## src/hdl/pds_pkg.sv

```systemverilog
package pds_pkg;

    // ------------------------------------------------------------
    // Serial word layout
    // ------------------------------------------------------------
    localparam int WORD_W = 19;
    localparam int REF_W = 14;
    localparam int SWALLOW_W = 7;
    localparam int PROG_W = 11;
    localparam int CTRL_POS = 0;
    localparam int REF_LSB = 1;
    localparam int MOD_POS = 15;
    localparam int SWALLOW_LSB = 1;
    localparam int PROG_LSB = 8;
    localparam logic [4:0] WORD_BITS = 5'h13;

    // ------------------------------------------------------------
    // Divider limits and values after reset
    // ------------------------------------------------------------
    localparam logic [REF_W-1:0] REF_RATIO_MIN = 14'h0003;
    localparam logic [PROG_W-1:0] PROG_RATIO_MIN = 11'h003;
    localparam logic [REF_W-1:0] REF_RATIO_RST = 14'h0003;
    localparam logic [PROG_W-1:0] PROG_RATIO_RST = 11'h003;
    localparam logic [SWALLOW_W-1:0] SWALLOW_RST = 7'h00;
    localparam logic MOD_BIT_RST = 1'b0;
    localparam logic [7:0] MODULUS_LARGE = 8'h80;
    localparam logic [7:0] MODULUS_SMALL = 8'h40;

    // ------------------------------------------------------------
    // Link timing at 20 MHz
    // ------------------------------------------------------------
    localparam int CLK_PERIOD_NS = 50;
    localparam int T_LINK_MIN_NS = 50;
    localparam int LINK_MIN_CYC = (T_LINK_MIN_NS + CLK_PERIOD_NS - 1) / CLK_PERIOD_NS;
    localparam int HALF_BIT_CYC_DEF = 4;

    // Host sequencer states
    typedef enum logic [2:0]
    {
        HS_IDLE = 3'b000,
        HS_LOW = 3'b001,
        HS_HIGH = 3'b011,
        HS_SETUP = 3'b010,
        HS_STROBE = 3'b110
    } pds_host_state_t;

endpackage

```

## src/hdl/pds_link_if.sv

```systemverilog
interface pds_link_if;

    // Three-wire programming link
    logic serial_clock;
    logic serial_data;
    logic load_strobe;

    modport host
    (
        output serial_clock,
        output serial_data,
        output load_strobe
    );

    modport device
    (
        input serial_clock,
        input serial_data,
        input load_strobe
    );

endinterface

```

## src/hdl/pds_device.sv

```systemverilog
// What this block does
// Shift 19 bits, one per serial rising edge, MSB first
// Control high loads reference ratio and modulus bit
// Control low loads swallow and programmable counters
// Reference divider ratio 3 to 16383, binary
// Modulus bit zero 128/129, one 64/65
// Swallow count from low seven bits, 0-127
// Programmable ratio from upper eleven bits, 3-2047
// Host keeps swallow count not above ratio
// Feedback total is modulus times ratio plus swallow
// Polarity pin inverts phase detector, all pump outputs
// Monitor shows reference clock high, feedback clock low
// System sets polarity pin to match VCO slope
// Comparator resolves errors from minus to plus two pi
// Locked comparator still emits minimum-width up and down
// Strobe high also routes pump to scan switch
// Host respects strobe setup time and pulse width
// Larger modulus until swallow exhausted, then smaller
// Latches load on strobe after nineteenth edge only
module pds_device
    import pds_pkg::*;
(
    // Clock and reset
    input wire logic clk_sys,
    input wire logic rst,
    // Programming link
    pds_link_if.device link,
    // Analog-side inputs, sampled
    input wire logic reference_osc_input,
    input wire logic vco_sense_input,
    input wire logic polarity_select_pin,
    // Charge pump and monitor outputs
    output logic pump_output,
    output logic pump_output_oe,
    output logic scan_switch_output,
    output logic scan_switch_oe,
    output logic pump_up_ext,
    output logic pump_down_ext,
    output logic compare_monitor_pin,
    // Latched divider settings
    output logic [REF_W-1:0] ref_ratio,
    output logic prescale_modulus_bit,
    output logic [SWALLOW_W-1:0] swallow_count,
    output logic [PROG_W-1:0] prog_ratio
);

    // ------------------------------------------------------------
    // Input synchronisers
    // ------------------------------------------------------------
    localparam int N_IN = 6;
    localparam int I_SCLK = 0;
    localparam int I_SDATA = 1;
    localparam int I_STRB = 2;
    localparam int I_REF = 3;
    localparam int I_VCO = 4;
    localparam int I_POL = 5;

    logic [N_IN-1:0] sync1_r;
    logic [N_IN-1:0] sync2_r;
    logic [N_IN-1:0] sync3_r;
    logic [N_IN-1:0] stable_r;
    logic [N_IN-1:0] stable_d_r;
    logic [N_IN-1:0] agree;
    logic [N_IN-1:0] rise;
    logic [N_IN-1:0] raw_in;

    assign raw_in = {polarity_select_pin, vco_sense_input, reference_osc_input,
                     link.load_strobe, link.serial_data, link.serial_clock};
    assign agree = ~(sync2_r ^ sync3_r);
    assign rise = stable_r & ~stable_d_r;

    // Three-stage chain; a change counts when stages two and three agree
    always_ff @(posedge clk_sys)
    begin
        if (rst)
        begin
            sync1_r <= '0;
            sync2_r <= '0;
            sync3_r <= '0;
            stable_r <= '0;
            stable_d_r <= '0;
        end
        else
        begin
            sync1_r <= raw_in;
            sync2_r <= sync1_r;
            sync3_r <= sync2_r;
            stable_r <= (stable_r & ~agree) | (sync3_r & agree);
            stable_d_r <= stable_r;
        end
    end

    // ------------------------------------------------------------
    // Serial shift register and latches
    // ------------------------------------------------------------
    logic [WORD_W-1:0] shift_r;
    logic [4:0] bit_cnt_r;

    // Shift on serial clock rising edge, count edges up to a full word
    always_ff @(posedge clk_sys)
    begin
        if (rst)
        begin
            shift_r <= '0;
            bit_cnt_r <= '0;
        end
        else if (rise[I_STRB])
        begin
            bit_cnt_r <= '0;
        end
        else if (rise[I_SCLK])
        begin
            shift_r <= {shift_r[WORD_W-2:0], stable_r[I_SDATA]};
            if (bit_cnt_r != WORD_BITS)
            begin
                bit_cnt_r <= bit_cnt_r + 5'h01;
            end
        end
    end

    // Transfer to the latch group picked by the control bit
    always_ff @(posedge clk_sys)
    begin
        if (rst)
        begin
            ref_ratio <= REF_RATIO_RST;
            prescale_modulus_bit <= MOD_BIT_RST;
            swallow_count <= SWALLOW_RST;
            prog_ratio <= PROG_RATIO_RST;
        end
        else if (rise[I_STRB] && bit_cnt_r == WORD_BITS)
        begin
            if (shift_r[CTRL_POS])
            begin
                ref_ratio <= shift_r[REF_LSB +: REF_W];
                prescale_modulus_bit <= shift_r[MOD_POS];
            end
            else
            begin
                swallow_count <= shift_r[SWALLOW_LSB +: SWALLOW_W];
                prog_ratio <= shift_r[PROG_LSB +: PROG_W];
            end
        end
    end

    // ------------------------------------------------------------
    // Reference divider
    // ------------------------------------------------------------
    logic [REF_W-1:0] ref_cnt_r;
    logic ref_pulse_r;

    // One pulse per ref_ratio oscillator edges
    always_ff @(posedge clk_sys)
    begin
        if (rst)
        begin
            ref_cnt_r <= '0;
            ref_pulse_r <= 1'b0;
        end
        else
        begin
            ref_pulse_r <= 1'b0;
            if (rise[I_REF])
            begin
                if (ref_cnt_r >= ref_ratio - 14'h0001)
                begin
                    ref_cnt_r <= '0;
                    ref_pulse_r <= 1'b1;
                end
                else
                begin
                    ref_cnt_r <= ref_cnt_r + 14'h0001;
                end
            end
        end
    end

    // ------------------------------------------------------------
    // Dual-modulus prescaler and pulse-swallow counters
    // ------------------------------------------------------------
    logic [7:0] pre_cnt_r;
    logic [7:0] modulus;
    logic [SWALLOW_W-1:0] swallow_left_r;
    logic [PROG_W-1:0] prog_cnt_r;
    logic loop_pulse_r;

    // Larger modulus while swallows remain
    always_comb
    begin
        modulus = prescale_modulus_bit ? MODULUS_SMALL : MODULUS_LARGE;
        if (swallow_left_r != '0)
        begin
            modulus = modulus + 8'h01;
        end
    end

    // Total per loop pulse: modulus*prog_ratio + swallow_count
    always_ff @(posedge clk_sys)
    begin
        if (rst)
        begin
            pre_cnt_r <= '0;
            swallow_left_r <= SWALLOW_RST;
            prog_cnt_r <= '0;
            loop_pulse_r <= 1'b0;
        end
        else
        begin
            loop_pulse_r <= 1'b0;
            if (rise[I_VCO])
            begin
                if (pre_cnt_r >= modulus - 8'h01)
                begin
                    pre_cnt_r <= '0;
                    if (prog_cnt_r >= prog_ratio - 11'h001)
                    begin
                        prog_cnt_r <= '0;
                        swallow_left_r <= swallow_count;
                        loop_pulse_r <= 1'b1;
                    end
                    else
                    begin
                        prog_cnt_r <= prog_cnt_r + 11'h001;
                        if (swallow_left_r != '0)
                        begin
                            swallow_left_r <= swallow_left_r - 7'h01;
                        end
                    end
                end
                else
                begin
                    pre_cnt_r <= pre_cnt_r + 8'h01;
                end
            end
        end
    end

    // ------------------------------------------------------------
    // Phase-frequency detector
    // ------------------------------------------------------------
    logic ref_lead_r;
    logic loop_lead_r;
    logic both_set;

    assign both_set = ref_lead_r & loop_lead_r;

    // Each edge sets its flag; both set clears both, a new edge wins
    always_ff @(posedge clk_sys)
    begin
        if (rst)
        begin
            ref_lead_r <= 1'b0;
            loop_lead_r <= 1'b0;
        end
        else
        begin
            ref_lead_r <= ref_pulse_r | (ref_lead_r & ~both_set);
            loop_lead_r <= loop_pulse_r | (loop_lead_r & ~both_set);
        end
    end

    // ------------------------------------------------------------
    // Pump, scan switch and monitor outputs
    // ------------------------------------------------------------
    logic pol;
    logic up_w;
    logic down_w;

    assign pol = stable_r[I_POL];
    assign up_w = pol ? ref_lead_r : loop_lead_r;
    assign down_w = pol ? loop_lead_r : ref_lead_r;

    // Registered pins; pump drives high on up alone, low on down (also when up and down are both set)
    always_ff @(posedge clk_sys)
    begin
        if (rst)
        begin
            pump_up_ext <= 1'b0;
            pump_down_ext <= 1'b0;
            pump_output <= 1'b0;
            pump_output_oe <= 1'b0;
            scan_switch_output <= 1'b0;
            scan_switch_oe <= 1'b0;
            compare_monitor_pin <= 1'b0;
        end
        else
        begin
            pump_up_ext <= up_w;
            pump_down_ext <= down_w;
            pump_output <= up_w & ~down_w;
            pump_output_oe <= up_w | down_w;
            scan_switch_output <= up_w & ~down_w;
            scan_switch_oe <= (up_w | down_w) & stable_r[I_STRB];
            compare_monitor_pin <= pol ? ref_pulse_r : loop_pulse_r;
        end
    end

endmodule

```

## src/flat_wrapper.sv

```systemverilog
// flat-port wrapper written by rule: the top's interface ports become plain ports
module pds_device_flat import pds_pkg::*;
  (clk_sys, rst, reference_osc_input, vco_sense_input, polarity_select_pin, pump_output, pump_output_oe, scan_switch_output, scan_switch_oe, pump_up_ext, pump_down_ext, compare_monitor_pin, ref_ratio, prescale_modulus_bit, swallow_count, prog_ratio, link_serial_clock, link_serial_data, link_load_strobe);
  pds_link_if link_i ();
  input wire logic clk_sys;
  input wire logic rst;
  input wire logic reference_osc_input;
  input wire logic vco_sense_input;
  input wire logic polarity_select_pin;
  output logic pump_output;
  output logic pump_output_oe;
  output logic scan_switch_output;
  output logic scan_switch_oe;
  output logic pump_up_ext;
  output logic pump_down_ext;
  output logic compare_monitor_pin;
  output logic [REF_W-1:0] ref_ratio;
  output logic prescale_modulus_bit;
  output logic [SWALLOW_W-1:0] swallow_count;
  output logic [PROG_W-1:0] prog_ratio;
  input wire logic [$bits(link_i.serial_clock)-1:0] link_serial_clock;
  input wire logic [$bits(link_i.serial_data)-1:0] link_serial_data;
  input wire logic [$bits(link_i.load_strobe)-1:0] link_load_strobe;
  assign link_i.serial_clock = link_serial_clock;
  assign link_i.serial_data = link_serial_data;
  assign link_i.load_strobe = link_load_strobe;
  pds_device u_core (.clk_sys(clk_sys), .rst(rst), .link(link_i), .reference_osc_input(reference_osc_input), .vco_sense_input(vco_sense_input), .polarity_select_pin(polarity_select_pin), .pump_output(pump_output), .pump_output_oe(pump_output_oe), .scan_switch_output(scan_switch_output), .scan_switch_oe(scan_switch_oe), .pump_up_ext(pump_up_ext), .pump_down_ext(pump_down_ext), .compare_monitor_pin(compare_monitor_pin), .ref_ratio(ref_ratio), .prescale_modulus_bit(prescale_modulus_bit), .swallow_count(swallow_count), .prog_ratio(prog_ratio));
endmodule
```

## config.mk

```make
export PLATFORM = sky130hd
export DESIGN_NAME = pds_device_flat
export DESIGN_NICKNAME = d
export VERILOG_FILES = /design/src/hdl/pds_pkg.sv /design/src/hdl/pds_link_if.sv /design/src/hdl/pds_device.sv /design/src/flat_wrapper.sv
export SDC_FILE = /design/constraint.sdc
export NUM_CORES = 1
export LEC_CHECK = 0
export BUFFER_PORTS_ARGS = -buffer_cell sky130_fd_sc_hd__buf_2
export CORE_ASPECT_RATIO = 1.2
export CORE_MARGIN = 8
export CORE_UTILIZATION = 50
export DETAILED_ROUTE_END_ITERATION = 7
export GPL_ROUTABILITY_DRIVEN = 0
export PLACE_DENSITY = 0.68
export SYNTH_ARGS = -nofsm -noshare
export SYNTH_HDL_FRONTEND = slang
export SYNTH_SLANG_ARGS = --single-unit
```

## constraint.sdc

```tcl
create_clock -name clk_sys -period 7 [get_ports clk_sys]
set_input_delay 0.7 -clock clk_sys [delete_from_list [all_inputs] [get_ports clk_sys]]
set_output_delay 0.7 -clock clk_sys [all_outputs]
set_load 0.02 [all_outputs]
```

* Word-level counts from Yosys, hierarchy flattened
Cells that the tools add are included. Widths: inputs -> output; s select.
Word-level totals: word-level logic and storage cells 86, flip-flop bits (word level) 136, input bits 8, output and inout port bits 40
Cells by class: order comparisons 3, reduce and logical (&&, ||, !) cells 12, muxes and demuxes 12, add/subtract/negate cells 9, bitwise gates (word level) 23, eq/ne operators 2
Operators with widths (number):
- $mux 8 | 3
- $add 8x1->8 const B | 2
- $add 14x1->14 const B | 1
- $ge 14x14->1 | 1
- $mux 14 | 1
- $mux 7 | 2
- $sub 14x1->14 const B | 1
- $and 6x6->6 | 2
- $not 6->6 | 2
- $add 11x1->11 const B | 1
- $ge 11x11->1 | 1
- $mux 11 | 1
- $sub 11x1->11 const B | 1
- $reduce_and 2->1 | 5
- $ge 8x8->1 | 1
- $sub 8x1->8 const B | 1
- $not 1->1 | 7
- $reduce_bool 7->1 | 1
- $sub 7x1->7 const B | 1
- $or 6x6->6 | 1
- $xor 6x6->6 | 1
- $add 5x1->5 const B | 1
- $and 1x1->1 | 5
- $and 5x5->5 | 1
- 10 further kinds | 17

* Depth between registers and ports, before layout
depth after elaboration 7, depth in mapped cells 15, mapped depth without buffers 13

* Least setup slack after synthesis
Ideal clock, no wire load.
kind reg-to-reg, start point reg u_core.swallow_left_r[3], end point reg u_core.prog_cnt_r[4], data required time 6.926 ns, slack 3.939 ns, library setup time 0.074 ns, stages on the path, launching flop included 13, buffers on the path 1, period minus slack after synthesis 3.061 ns, data arrival time 2.987 ns, path through dfxtp_1 or3_1 or3_1 ha_1 inv_1 ha_1 nand3_1 nor2_1 a21oi_1 nand2b_1 buf_2 or4_1 a31oi_1
On the way: longest elaborated chain between the ends 5
RTL lines:
- start: declaration | line pds_device.sv:183 | logic [SWALLOW_W-1:0] swallow_left_r;
- start signal: assignment | line pds_device.sv:218 | swallow_left_r <= swallow_count;
- start signal: assignment | line pds_device.sv:226 | swallow_left_r <= swallow_left_r - 7'h01;
- $reduce_bool 7->1 | line pds_device.sv:191 | if (swallow_left_r != '0)
- $mux 8 | line pds_device.sv:191
- $sub 8x1->8 | line pds_device.sv:212 | if (pre_cnt_r >= modulus - 8'h01)
- $ge 8x8->1 | line pds_device.sv:212
- $reduce_and 2->1 (no line)
- end signal: assignment | line pds_device.sv:223 | prog_cnt_r <= prog_cnt_r + 11'h001;
- end: declaration | line pds_device.sv:184 | logic [PROG_W-1:0] prog_cnt_r;
Every way passes these cells. A chain may end at the register's enable or synchronous reset.

* Worst setup path after layout
start point reg u_core.swallow_left_r[3], end point reg u_core.prog_cnt_r[3]
The elaborated chain is that of the path after synthesis.

==> flow_summary.json <==
{
  "dr.first_iter.drc_count": 370,
  "synth_most_common_cell": "dfxtp_1",
  "p_sw_frac": 0.244,
  "synth_area_leader_cell": "dfxtp_1",
  "ant_nets": 0,
  "die_w_um": 118,
  "power_mw": 1.73,
  "syn_area_um2": 6290,
  "avgSynthCellArea_um2": 8.89,
  "insertion_delay_ns": 0.41,
  "dp_hpwl_um": 9630,
  "diodes": 0,
  "postCtsHoldBufs": 0,
  "tns_ns": 0,
  "synth_ff_type": "dfxtp_1",
  "num_io_pins": 48,
  "maxCapViolCount": 0,
  "core-area_um2": 12400,
  "initial_core_util": 0.505,
  "ys_async_sr_fraction": 0,
  "cts_htree_levels": 4,
  "clock.fmax_ghz": 0.264,
  "p_clk_frac": 0.489,
  "drt_wl_total_um": 13600,
  "worstPathRequired_ns": 7.33,
  "overflow": 0,
  "grt_pass1_vias": 4820,
  "antenna_found_initial": 0,
  "synth.area.top_cells": "dfxtp_1 (43%), ha_1 (8.2%), mux2i_1 (5.7%)",
  "setup_viol": 0,
  "post-cts-setup-buffers": 0,
  "clockRootBuffer": "clkbuf_16",
  "p_per_area_nw_per_um2": 242,
  "drive_gt1_frac": 0.115,
  "fin_worst_skew_ns": 0.00903,
  "hold_viol": 0,
  "final_nets": 794,
  "max-slew-margin-rel": 0.190,
  "grt_first_pass_wirelength_um": 23200,
  "p_int_mw": 1.31,
  "drt_pre_antenna_iters": 5,
  "clk_path_buf_depth": 2,
  "synth_edf_count": 0,
  "finalWorstSetupSlack_ns": 3.22,
  "crit_type": "register to register",
  "drc": 0,
  "syn_inst": 707,
  "irDropWorstVdd_v": 0.000154,
  "power_frac_comb": 0.059,
  "grt_setup_unrepaired": "false",
  "cp-end-kind": "register",
  "synth_cell_types": 52,
  "pre_cts_ws_ns": 3.26,
  "final-max-slew-violation-count": 0,
  "crit_fanout": 28,
  "grt_usage": 0.170,
  "viasPerCell": 5.50,
  "worst_pin_slew_ns": 1.21,
  "vias": 5075,
  "min_period_ns": 3.78,
  "hold_ws_ns": 0.438,
  "ys_top_cells_by_count": "dfxtp_1 (135), nor2_1 (93), nand2_1 (81)",
  "hold_class": "register to register",
  "clk_pin_slew_ns": 0.06,
  "portBuffers": 47,
  "die_height_um": 139,
  "p_switching_mw": 0.423,
  "ys_warn_count": 0,
  "syn_to_final_growth_pct": 14.1,
  "period_share": 0.540,
  "ys_seq_elements": 135,
  "pwr-share-seq": 0.451,
  "cts_tree": "built",
  "rows": 45,
  "post_cts_resized": 0,
  "wl_per_cell_um": 14.8,
  "p_leak_nw": 2.93,
  "syn_nets": 756,
  "cp.arrival_ns": 4.12,
  "startpoint_type": "register",
  "dieArea_um2": 16400,
  "cts_buffers": 17,
  "status": "finished clean",
  "fin_util": 0.577,
  "ys_seq_area_frac": 0.430,
  "synth.top_cell.area_share": 0.430,
  "clock-sinks": 135,
  "grt_max_degree": 66
}
sequential cells by signal, summed over array words and instances (netlist names), 4 cells and up, named ones only:
signal and cells:
u_core.prog_cnt_r 11, u_core.stable_d_r 4, u_core.bit_cnt_r 5, u_core.sync1_r 6
u_core.swallow_left_r 7, u_core.prog_ratio 11, u_core.sync2_r 6, u_core.pre_cnt_r 8
u_core.sync3_r 6, u_core.shift_r 19, u_core.ref_cnt_r 14, u_core.swallow_count 7
u_core.ref_ratio 14
through the flow:
stage	cells	area, µm²
after global placement	890	6610
after floorplan	707	6290
final	922	7180
after detailed placement	890	6610
after global routing	922	7180
after CTS	922	7180
metal layers:
| layer | share of wire | vias up | track usage | routed length, µm |
|---|---|---|---|---|
| met4 | 0.015 | 0 | 0.0700 | 201 |
| li1 | - | 2551 | - | - |
| met3 | 0.046 | 18 | 0.0436 | 621 |
| met5 | 0 | - | 0 | 0 |
| met2 | 0.50 | 124 | 0.287 | 6780 |
| met1 | 0.44 | 2382 | 0.200 | 6010 |
cells in the final DEF (no fill, tap or decap), types with 5 or more instances in the layout:
cell type / netlist / final
o21ai_0: 15 / 15
dfxtp_1: 135 / 135
and3_1: 5 / 5
nand2_1: 81 / 81
nand4_1: 24 / 24
ha_1: 41 / 41
a211oi_1: 7 / 7
xor2_1: 22 / 22
inv_1: 17 / 17
nand3_1: 19 / 19
buf_2: 7 / 46
nor2_1: 93 / 92
o211ai_1: 8 / 8
clkbuf_16: 0 / 17
mux2i_1: 36 / 36
nor2b_1: 28 / 28
nand2b_1: 6 / 6
a21oi_1: 44 / 44
xnor2_1: 23 / 23
or4_1: 9 / 9
nor3_1: 13 / 13
power groups by stage:
| stage | logic [mW] | registers (mW) | clock network (mW) |
|---|---|---|---|
| 2_1_floorplan | 0.0885 | 0.797 | 0 |
| 3_3_place_gp | 0.0979 | 0.800 | 0 |
| 3_5_place_dp | 0.101 | 0.800 | 0 |
| 4_1_cts | 0.102 | 0.783 | 0.866 |
| 5_1_grt | 0.112 | 0.784 | 0.904 |
| 6_report | 0.103 | 0.783 | 0.849 |
layout make-up:
| type | count | area [µm²] |
|---|---|---|
| fill | 1115 | 5270 |
| clock inverter | 12 | 119 |
| clock buffer | 20 | 447 |
| multi-input combinational | 526 | 3400 |
| sequential | 135 | 2700 |
| timing repair buffer | 48 | 245 |
| inverter | 17 | 63.8 |
| tap | 164 | 205 |
worst max-delay path: stages (launching register included):
cell	delay (ns)
dfxtp_1	0.37
or3_1	0.44
or3_1	0.49
ha_1	0.35
inv_1	0.04
ha_1	0.31
nand3_1	0.08
nor2_1	0.10
a21oi_1	0.10
nand2b_1	0.59
or4_1	0.68
a31oi_1	0.17
worst paths after layout:
kind	startpoint	end	slack, ns	cells after the start
max	u_core.swallow_left_r[3]$_SDFFE_PP0P_	u_core.prog_cnt_r[3]$_SDFFE_PP0N_	3.22	11
min	u_core.sync1_r[3]$_SDFF_PP0_	u_core.sync2_r[3]$_SDFF_PP0_	0.44	1
min reg2reg	u_core.sync1_r[3]$_SDFF_PP0_	u_core.sync2_r[3]$_SDFF_PP0_	0.44	1
max reg2reg	u_core.swallow_left_r[3]$_SDFFE_PP0P_	u_core.prog_cnt_r[3]$_SDFFE_PP0N_	3.22	11
cells by family after synthesis:
| family | after synthesis | share of synthesized area |
|---|---|---|
| compound gates | 101 | 0.104 |
| xor+xnor | 45 | 0.0627 |
| fa+ha+maj | 41 | 0.0816 |
| buf+inv | 46 | 0.0306 |
| flops | 135 | 0.430 |
| mux | 37 | 0.0591 |
| simple gates | 302 | 0.232 |
Note: power is estimated with default switching activity, not from simulation.
